## src/design/hrup_pkg.sv

```systemverilog
// constants and types for the hidden clock unlock host
package hrup_pkg;

  // ----------------------------------------------------------------------
  // timing
  // ----------------------------------------------------------------------
  localparam int  CLK_PERIOD_NS                = 50;
  localparam real POWERUP_DESELECT_DELAY_MS    = 2.5;
  localparam int  WRITE_PULSE_WIDTH_NS         = 75;
  localparam int  READ_ACCESS_NS               = 85;
  localparam int  DEV_RESET_PULSE_NS           = 65;

  function automatic int ns_to_cyc(input int ns);
    int c;
    c = (ns + CLK_PERIOD_NS - 1) / CLK_PERIOD_NS;
    return (c < 1) ? 1 : c;
  endfunction : ns_to_cyc

  localparam int POWERUP_CYC = int'($ceil(POWERUP_DESELECT_DELAY_MS * 1.0E6 / CLK_PERIOD_NS));
  localparam int WRITE_CYC   = ns_to_cyc(WRITE_PULSE_WIDTH_NS);
  localparam int READ_CYC    = ns_to_cyc(READ_ACCESS_NS);
  localparam int RESET_CYC   = ns_to_cyc(DEV_RESET_PULSE_NS);

  // ----------------------------------------------------------------------
  // sizes
  // ----------------------------------------------------------------------
  localparam int ADDR_W    = 17;
  localparam int DATA_W    = 8;
  localparam int TMR_W     = 16;
  localparam int KEY_BITS  = 64;
  localparam int XFER_BITS = 64;
  localparam int FIFO_DEPTH = 8;
  localparam logic [5:0] LAST_BIT = 6'h3F;
  localparam logic [2:0] LAST_BIT_OF_BYTE = 3'h7;
  localparam logic [2:0] FIRST_BIT_OF_BYTE = 3'h0;

  // ----------------------------------------------------------------------
  // types
  // ----------------------------------------------------------------------
  typedef enum logic [2:0] {PH_POWER, PH_IDLE, PH_STROBE, PH_RECOVER, PH_RESET} hrup_phase_t;
  typedef enum logic [1:0] {SG_NONE, SG_OPEN, SG_KEY, SG_XFER} hrup_stage_t;

  typedef struct packed {
    logic              ce_n;
    logic              oe_n;
    logic              we_n;
    logic              rst_n;
    logic [ADDR_W-1:0] addr;
    logic [DATA_W-1:0] dq_out;
    logic              dq_oe_n;
  } hrup_pins_t;

  typedef struct packed {
    logic              write;
    logic [ADDR_W-1:0] addr;
  } hrup_cmd_t;

  localparam hrup_pins_t PINS_IDLE = '{ce_n: 1'b1, oe_n: 1'b1, we_n: 1'b1, rst_n: 1'b1,
                                       addr: '0, dq_out: '0, dq_oe_n: 1'b1};

endpackage : hrup_pkg

```

## src/design/hrup_host.sv

```systemverilog
// host sequencer for the hidden clock behind a battery-backed sram
`timescale 1ns/1ps
`default_nettype none
// Contract
// - wait deselect delay before chip select
// - key is 64 writes on bit zero
// - open with one read cycle
// - use one scratch address for key
// - key sent lsb first
// - registers 0 to 7, bit 0 first

// --------------------------------------------------------------------------
// fifo
// --------------------------------------------------------------------------
module hrup_fifo #(
  parameter int W = 8,
  parameter int D = 8
) (
  input  wire logic         sys_clk,
  input  wire logic         resetn,
  input  wire logic         in_valid,
  input  wire logic [W-1:0] in_data,
  output logic              in_ready,
  output logic              out_valid,
  output logic [W-1:0]      out_data,
  input  wire logic         out_ready
);
  localparam int AW = (D > 1) ? $clog2(D) : 1;

  typedef struct packed {
    logic [D-1:0][W-1:0] mem;
    logic [AW-1:0]       wp;
    logic [AW-1:0]       rp;
    logic [AW:0]         cnt;
  } hrup_fifo_st_t;

  hrup_fifo_st_t st;
  hrup_fifo_st_t next_st;
  logic          push;
  logic          pop;

  function automatic logic [AW-1:0] bump(input logic [AW-1:0] p);
    return (p == AW'(D - 1)) ? '0 : AW'(p + 1'b1);
  endfunction : bump

  assign in_ready  = (st.cnt != (AW+1)'(D));
  assign out_valid = (st.cnt != '0);
  assign out_data  = st.mem[st.rp];
  assign push      = in_valid && in_ready;
  assign pop       = out_valid && out_ready;

  always_comb
  begin
    next_st = st;
    if (push)
    begin
      next_st.mem[st.wp] = in_data;
      next_st.wp         = bump(st.wp);
    end
    if (pop)
      next_st.rp = bump(st.rp);
    if (push && !pop)
      next_st.cnt = (AW+1)'(st.cnt + 1'b1);
    else if (pop && !push)
      next_st.cnt = (AW+1)'(st.cnt - 1'b1);
  end

  always_ff @(posedge sys_clk or negedge resetn)
  begin
    if (!resetn)
      st <= '0;
    else
      st <= next_st;
  end
endmodule : hrup_fifo

// --------------------------------------------------------------------------
// sequencer
// --------------------------------------------------------------------------
module hrup_host #(
  parameter int          PWRUP_CYCLES = hrup_pkg::POWERUP_CYC,
  parameter logic [63:0] UNLOCK_KEY   = 64'h0000_0000_0000_0000
) (
  input  wire logic                        sys_clk,
  input  wire logic                        resetn,
  input  wire logic                        power_good,
  input  wire logic                        abort,
  input  wire logic                        cmd_valid,
  input  wire hrup_pkg::hrup_cmd_t         cmd,
  output logic                             cmd_ready,
  input  wire logic                        wr_valid,
  input  wire logic [hrup_pkg::DATA_W-1:0] wr_data,
  output logic                             wr_ready,
  output logic                             rd_valid,
  output logic [hrup_pkg::DATA_W-1:0]      rd_data,
  output logic                             done,
  output hrup_pkg::hrup_pins_t             pins,
  input  wire logic [hrup_pkg::DATA_W-1:0] dq_in
);
  typedef struct packed {
    hrup_pkg::hrup_phase_t       phase;
    hrup_pkg::hrup_stage_t       stage;
    logic                        write;
    logic [hrup_pkg::TMR_W-1:0]  tmr;
    logic [5:0]                  cnt;
    logic [hrup_pkg::DATA_W-1:0] sh;
    logic                        rd_valid;
    logic [hrup_pkg::DATA_W-1:0] rd_data;
    logic                        done;
    hrup_pkg::hrup_pins_t        pins;
  } hrup_host_st_t;

  hrup_host_st_t               st;
  hrup_host_st_t               next_st;
  logic                        f_valid;
  logic [hrup_pkg::DATA_W-1:0] f_data;
  logic                        f_pop;
  logic                        need_byte;
  logic                        launch;
  logic                        cyc_write;
  logic                        tx_bit;

  hrup_fifo #(.W(hrup_pkg::DATA_W), .D(hrup_pkg::FIFO_DEPTH)) u_fifo (
    .sys_clk   (sys_clk),
    .resetn    (resetn),
    .in_valid  (wr_valid),
    .in_data   (wr_data),
    .in_ready  (wr_ready),
    .out_valid (f_valid),
    .out_data  (f_data),
    .out_ready (f_pop)
  );

  assign cmd_ready = (st.phase == hrup_pkg::PH_IDLE) && (st.stage == hrup_pkg::SG_NONE)
                     && power_good && !abort;
  assign need_byte = (st.stage == hrup_pkg::SG_XFER) && st.write
                     && (st.cnt[2:0] == hrup_pkg::FIRST_BIT_OF_BYTE);
  assign launch    = (st.phase == hrup_pkg::PH_IDLE) && (st.stage != hrup_pkg::SG_NONE)
                     && power_good && !abort && !(need_byte && !f_valid);
  assign f_pop     = launch && need_byte;
  // the opening cycle is a read; key cycles are writes; transfer follows the command
  assign cyc_write = (st.stage == hrup_pkg::SG_KEY)
                     || ((st.stage == hrup_pkg::SG_XFER) && st.write);
  assign tx_bit    = (st.stage == hrup_pkg::SG_KEY) ? UNLOCK_KEY[st.cnt]
                   : (f_pop ? f_data[0] : st.sh[0]);

  assign rd_valid = st.rd_valid;
  assign rd_data  = st.rd_data;
  assign done     = st.done;
  assign pins     = st.pins;

  always_comb
  begin
    next_st          = st;
    next_st.rd_valid = 1'b0;
    next_st.done     = 1'b0;
    unique case (st.phase)
      hrup_pkg::PH_POWER:
      begin
        next_st.tmr = hrup_pkg::TMR_W'(st.tmr + 1'b1);
        if (st.tmr == hrup_pkg::TMR_W'(PWRUP_CYCLES - 1))
        begin
          next_st.phase = hrup_pkg::PH_IDLE;
          next_st.tmr   = '0;
        end
      end
      hrup_pkg::PH_IDLE:
      begin
        if (cmd_ready && cmd_valid)
        begin
          next_st.stage     = hrup_pkg::SG_OPEN;
          next_st.write     = cmd.write;
          next_st.cnt       = '0;
          next_st.pins.addr = cmd.addr;
        end
        else if (launch)
        begin
          next_st.phase        = hrup_pkg::PH_STROBE;
          next_st.tmr          = '0;
          next_st.pins.ce_n    = 1'b0;
          next_st.pins.we_n    = !cyc_write;
          next_st.pins.oe_n    = cyc_write;
          next_st.pins.dq_oe_n = !cyc_write;
          next_st.pins.dq_out  = {{(hrup_pkg::DATA_W-1){1'b0}}, tx_bit};
          if (f_pop)
            next_st.sh = f_data;
        end
      end
      hrup_pkg::PH_STROBE:
      begin
        next_st.tmr = hrup_pkg::TMR_W'(st.tmr + 1'b1);
        // both strobes rise together after the full overlap
        if (st.tmr == hrup_pkg::TMR_W'((st.pins.we_n ? hrup_pkg::READ_CYC
                                                     : hrup_pkg::WRITE_CYC) - 1))
        begin
          next_st.phase     = hrup_pkg::PH_RECOVER;
          next_st.pins.ce_n = 1'b1;
          next_st.pins.we_n = 1'b1;
          next_st.pins.oe_n = 1'b1;
          if (st.pins.we_n && (st.stage == hrup_pkg::SG_XFER))
            next_st.sh = {dq_in[0], st.sh[hrup_pkg::DATA_W-1:1]};
        end
      end
      hrup_pkg::PH_RECOVER:
      begin
        // data held one cycle past the strobes for hold time
        next_st.phase        = hrup_pkg::PH_IDLE;
        next_st.pins.dq_oe_n = 1'b1;
        next_st.cnt          = 6'(st.cnt + 1'b1);
        unique case (st.stage)
          hrup_pkg::SG_OPEN:
          begin
            next_st.stage = hrup_pkg::SG_KEY;
            next_st.cnt   = '0;
          end
          hrup_pkg::SG_KEY:
            if (st.cnt == hrup_pkg::LAST_BIT)
              next_st.stage = hrup_pkg::SG_XFER;
          hrup_pkg::SG_XFER:
          begin
            if (st.write)
              next_st.sh = st.sh >> 1;
            else if (st.cnt[2:0] == hrup_pkg::LAST_BIT_OF_BYTE)
            begin
              next_st.rd_valid = 1'b1;
              next_st.rd_data  = st.sh;
            end
            if (st.cnt == hrup_pkg::LAST_BIT)
            begin
              next_st.stage = hrup_pkg::SG_NONE;
              next_st.done  = 1'b1;
            end
          end
          default:
            next_st.stage = hrup_pkg::SG_NONE;
        endcase
      end
      hrup_pkg::PH_RESET:
      begin
        next_st.tmr = hrup_pkg::TMR_W'(st.tmr + 1'b1);
        if (st.tmr == hrup_pkg::TMR_W'(hrup_pkg::RESET_CYC - 1))
        begin
          next_st.phase      = hrup_pkg::PH_IDLE;
          next_st.pins.rst_n = 1'b1;
        end
      end
      default:
        next_st.phase = hrup_pkg::PH_POWER;
    endcase
    if (abort && (st.phase != hrup_pkg::PH_POWER) && (st.phase != hrup_pkg::PH_RESET))
    begin
      next_st.phase      = hrup_pkg::PH_RESET;
      next_st.stage      = hrup_pkg::SG_NONE;
      next_st.tmr        = '0;
      next_st.pins       = hrup_pkg::PINS_IDLE;
      next_st.pins.rst_n = 1'b0;
    end
    if (!power_good)
    begin
      next_st.phase = hrup_pkg::PH_POWER;
      next_st.stage = hrup_pkg::SG_NONE;
      next_st.tmr   = '0;
      next_st.pins  = hrup_pkg::PINS_IDLE;
    end
  end

  always_ff @(posedge sys_clk or negedge resetn)
  begin
    if (!resetn)
    begin
      st       <= '0;
      st.phase <= hrup_pkg::PH_POWER;
      st.stage <= hrup_pkg::SG_NONE;
      st.pins  <= hrup_pkg::PINS_IDLE;
    end
    else
      st <= next_st;
  end
endmodule : hrup_host
`default_nettype wire

```

## config.mk

```make
export PLATFORM = sky130hd
export DESIGN_NAME = hrup_host
export DESIGN_NICKNAME = d
export VERILOG_FILES = /design/src/design/hrup_pkg.sv /design/src/design/hrup_host.sv
export SDC_FILE = /design/constraint.sdc
export NUM_CORES = 1
export LEC_CHECK = 0
export BUFFER_PORTS_ARGS = -buffer_cell sky130_fd_sc_hd__buf_2
export CAP_MARGIN = 30
export CELL_PAD_IN_SITES_DETAIL_PLACEMENT = 1
export CELL_PAD_IN_SITES_GLOBAL_PLACEMENT = 1
export CORE_MARGIN = 1.5
export CORE_UTILIZATION = 45
export DETAILED_ROUTE_END_ITERATION = 12
export GPL_TIMING_DRIVEN = 0
export MAX_ROUTING_LAYER = met4
export PLACE_DENSITY = 0.82
export SLEW_MARGIN = 30
export SYNTH_ARGS = -nofsm -noshare
export SYNTH_HDL_FRONTEND = slang
export SYNTH_HIERARCHICAL = 1
export SYNTH_SLANG_ARGS = --single-unit
```

## constraint.sdc

```tcl
create_clock -name sys_clk -period 3.9 [get_ports sys_clk]
set_input_delay 0.78 -clock sys_clk [delete_from_list [all_inputs] [get_ports sys_clk]]
set_output_delay 0.78 -clock sys_clk [all_outputs]
set_load 0.005 [all_outputs]
```

==> results.yml <==
status:
  status: "complete, no violations"
place:
  numPortBuffers: 66
  dp_cells: 910
  place_congestion: 0.820
  hpwl_mm: 12.6
  pre_cts_ws_ps: 391
  placed_area_um2: 8070
layout:
  fin_area_um2: 8610
  syn_to_final_growth_pct: 16.4
  multi_input_area_um2: 3380
  final_common_cell: "dfrtp_1"
  drive_gt1_share_pct: 37.8
  seq_area_um2: 3580
  finalNonFillerCells: 939
  final_nets: 771
  final_cell_mix: "138 x dfrtp_1, 95 x mux2_2, 70 x buf_2"
  num_antenna_cells: 0
  fill_cells: 1697
critical_path:
  cp_data_required_time_ps: 4190
  worstPathCellList: "nor4b_4 > inv_4 > nand2_1 > inv_1 > ha_1 > inv_1 > ha_1 > or4_1 > o211ai_1 > o211ai_1"
  cp_max_fo: 6
  r2r-start: "u_fifo/st[0]$_DFFE_PN0P_"
  crit_start: "u_fifo/st[0]$_DFFE_PN0P_"
  max_stage_delay_ps: 720
  ff2ff_path_depth: 10
  cpMaxStageDelayCell: "nor4b_4"
  cp-end-kind: "flip-flop"
  critPathLaunchType: "flip-flop"
  worstSetupPathType: "flip-flop to flip-flop"
  worstPathArrival_ps: 3590
logic_synthesis:
  synth_cells: 621
  synth.mux.area_fraction_pct: 19.9
  ys.flop_type: "dfrtp_1"
  synth_top_family_by_area: "multiplexers"
  yosys.cell_types.count: 66
  yosys.area_share.xor_xnor_pct: 1.30
  ys_seq_area_share_pct: 48.5
  ys_seq_elements: 143
  synth_edf_count: 0
  avgSynthCellArea_um2: 11.9
  async_flop_share_pct: 100
  yosys.area_share.simple_pct: 13.3
  yosys_warnings: 6
  synth_compound_area_share_pct: 7.63
  synthAdderAreaFrac_pct: 3.15
  synth_area_um2: 7400
floorplanning:
  rows: 46
  start_util_pct: 46.4
  ioPinCount: 82
  coreArea_um2: 15900
  die_x_um: 131
  die_y_um: 131
  die_area_um2: 17200
timing:
  finalHoldViolations: 0
  fmax_mhz: 303
  fin_tns_setup_ps: 0
  tightest_slew_ps: 875
  setup_viol: 0
  layout_setup_ws_ps: 600
  fin_skew_ps: 6.96
  finalMaxSlewViolations: 0
  rsz0062_at_grt: "false"
  min_period_ps: 3300
  finalCritPeriodShare_pct: 84.6
  maxSlewHeadroom_pct: 41.4
clock_network:
  cts_sinks: 143
  root_buffer: "clkbuf_16"
  numCtsBuffers: 17
  cts_setup_buffers: 0
  cts_tree: "yes"
  cts_max_level: 4
  clockBufferDepth: 2
  ctsHoldBuffers: 0
  clock_latency_ps: 420
  path_clk_slew_ps: 60
  cts_resized: 0
drt:
  drt_iter0_markers: 241
  wl_mm: 18.3
  drtAntennaViolNets: 0
  avgRoutedWirePerCell_um: 19.5
  num_vias: 5211
  drc: 0
  via_per_inst: 5.55
  first_pass_iters: 4
power_and_ir_drop:
  powerDensity_nw_per_um2: 595
  worst_ir_drop_vdd_mv: 0.411
  p_leak_nw: 3.84
  totalPowerFinal_w: 0.00512
grt:
  grt_pass1_vias: 5746
  grt_use_total_pct: 23.0
  grt.overflow.total: 0
  antenna_found_initial: 0
  grt_pass1_wl_mm: 30.5
  grt_max_degree: 91
worst_hold_path:
  worstHoldPathType: "input pin to async pin"
job:
  drv_cap: 0
## sequential cells by signal (all words and copies together) (netlist names)
name / cells
rd_data: 8
done: 1
rd_valid: 1
st: 36
pins: 23
u_fifo/st: 74
## cell usage after synthesis (3+ instances only)
cell / instances / area (um^2)
inv_1: 19 / 71.3
dfstp_2: 5 / 131
nand3_1: 9 / 45.0
o22ai_1: 4 / 25.0
nand2_1: 66 / 248
buf_2: 5 / 25.0
nand4_1: 7 / 43.8
o311ai_0: 3 / 26.3
or3_1: 4 / 25.0
nor3_1: 7 / 35.0
nand2b_1: 5 / 31.3
nor2_1: 27 / 101
o21ai_0: 28 / 140
a22o_1: 9 / 78.8
buf_4: 39 / 293
o211ai_1: 6 / 45.0
xnor2_1: 3 / 26.3
clkbuf_1: 15 / 56.3
ha_1: 17 / 213
and3_1: 5 / 31.3
or2_2: 3 / 18.8
nor4b_4: 3 / 71.3
xor2_1: 8 / 70.1
mux2i_1: 4 / 40.0
nor4_4: 3 / 63.8
mux2_2: 95 / 1070
mux4_2: 16 / 360
dfrtp_1: 138 / 3450
a31oi_1: 6 / 37.5
or4_1: 3 / 22.5
nand3b_1: 4 / 30.0
o31a_1: 3 / 26.3
a21oi_1: 12 / 60.1
## routing by layer
layer | track usage (%) | routed length [um] | vias to the layer above | part of all wire [%]
li1 | - | - | 2391 | -
met1 | 26.5 | 7730 | 2694 | 42
met4 | 5.87 | 238 | 0 | 1.3
met3 | 5.29 | 644 | 22 | 3.5
met2 | 40.4 | 9670 | 104 | 53
met5 | - | 0 | - | 0
## critical path, delay by kind of cell, from the launching register on
family / cells / cell delay [ps]
adders and majority gates: 2 / 600
and+or+nand+nor: 3 / 1500
buffers and inverters: 3 / 370
AOI/OAI and AO/OA: 2 / 230
DFF: 1 / 480
## stage by stage
step	hold slack [ps]	utilization [%]
floorplan	450	-
global placement	469	50.3
detailed placement	489	50.6
CTS	277	54.0
global route	288	54.0
finish	266	54.0
## worst paths after layout
| kind | to | slack [ps] |
|---|---|---|
| worst max-delay path | u_fifo/st[3]$_DFFE_PN0P_ | 600 |
| worst min-delay path | done$_DFF_PN0_ | 270 |
| worst max register to register | u_fifo/st[3]$_DFFE_PN0P_ | 600 |
| worst min register to register | u_fifo/st[61]$_DFFE_PN0P_ | 500 |
| max in group asynchronous | u_fifo/st[52]$_DFFE_PN0P_ | 2850 |
| min in group sys_clk | u_fifo/st[61]$_DFFE_PN0P_ | 500 |
## power breakdown
part           total [W]  internal [W]  switching (W)
combinational    0.00134      0.000754       0.000583
clock            0.00153      0.000943       0.000591
sequential       0.00225       0.00194       0.000317
## final cells by class
cell class                 count  share of cell area [%]
inverter                      20                   0.901
clock inverter                 7                    1.05
timing repair buffer          67                    4.27
buffer                        61                    4.43
clock buffer                  22                    5.27
multi-input combinational    403                    39.3
tap                          216                    3.14
sequential                   143                    41.6
## cell families after synthesis
group | count (synthesis)
buffers and inverters | 81
AND/OR/NAND/NOR | 167
other | 1
adder cells (fa/ha/maj) | 18
XOR/XNOR | 11
multiplexers | 115
flip-flops | 143
AO/OA/AOI/OAI | 85
No activity file was read; power rests on OpenSTA's default activity.
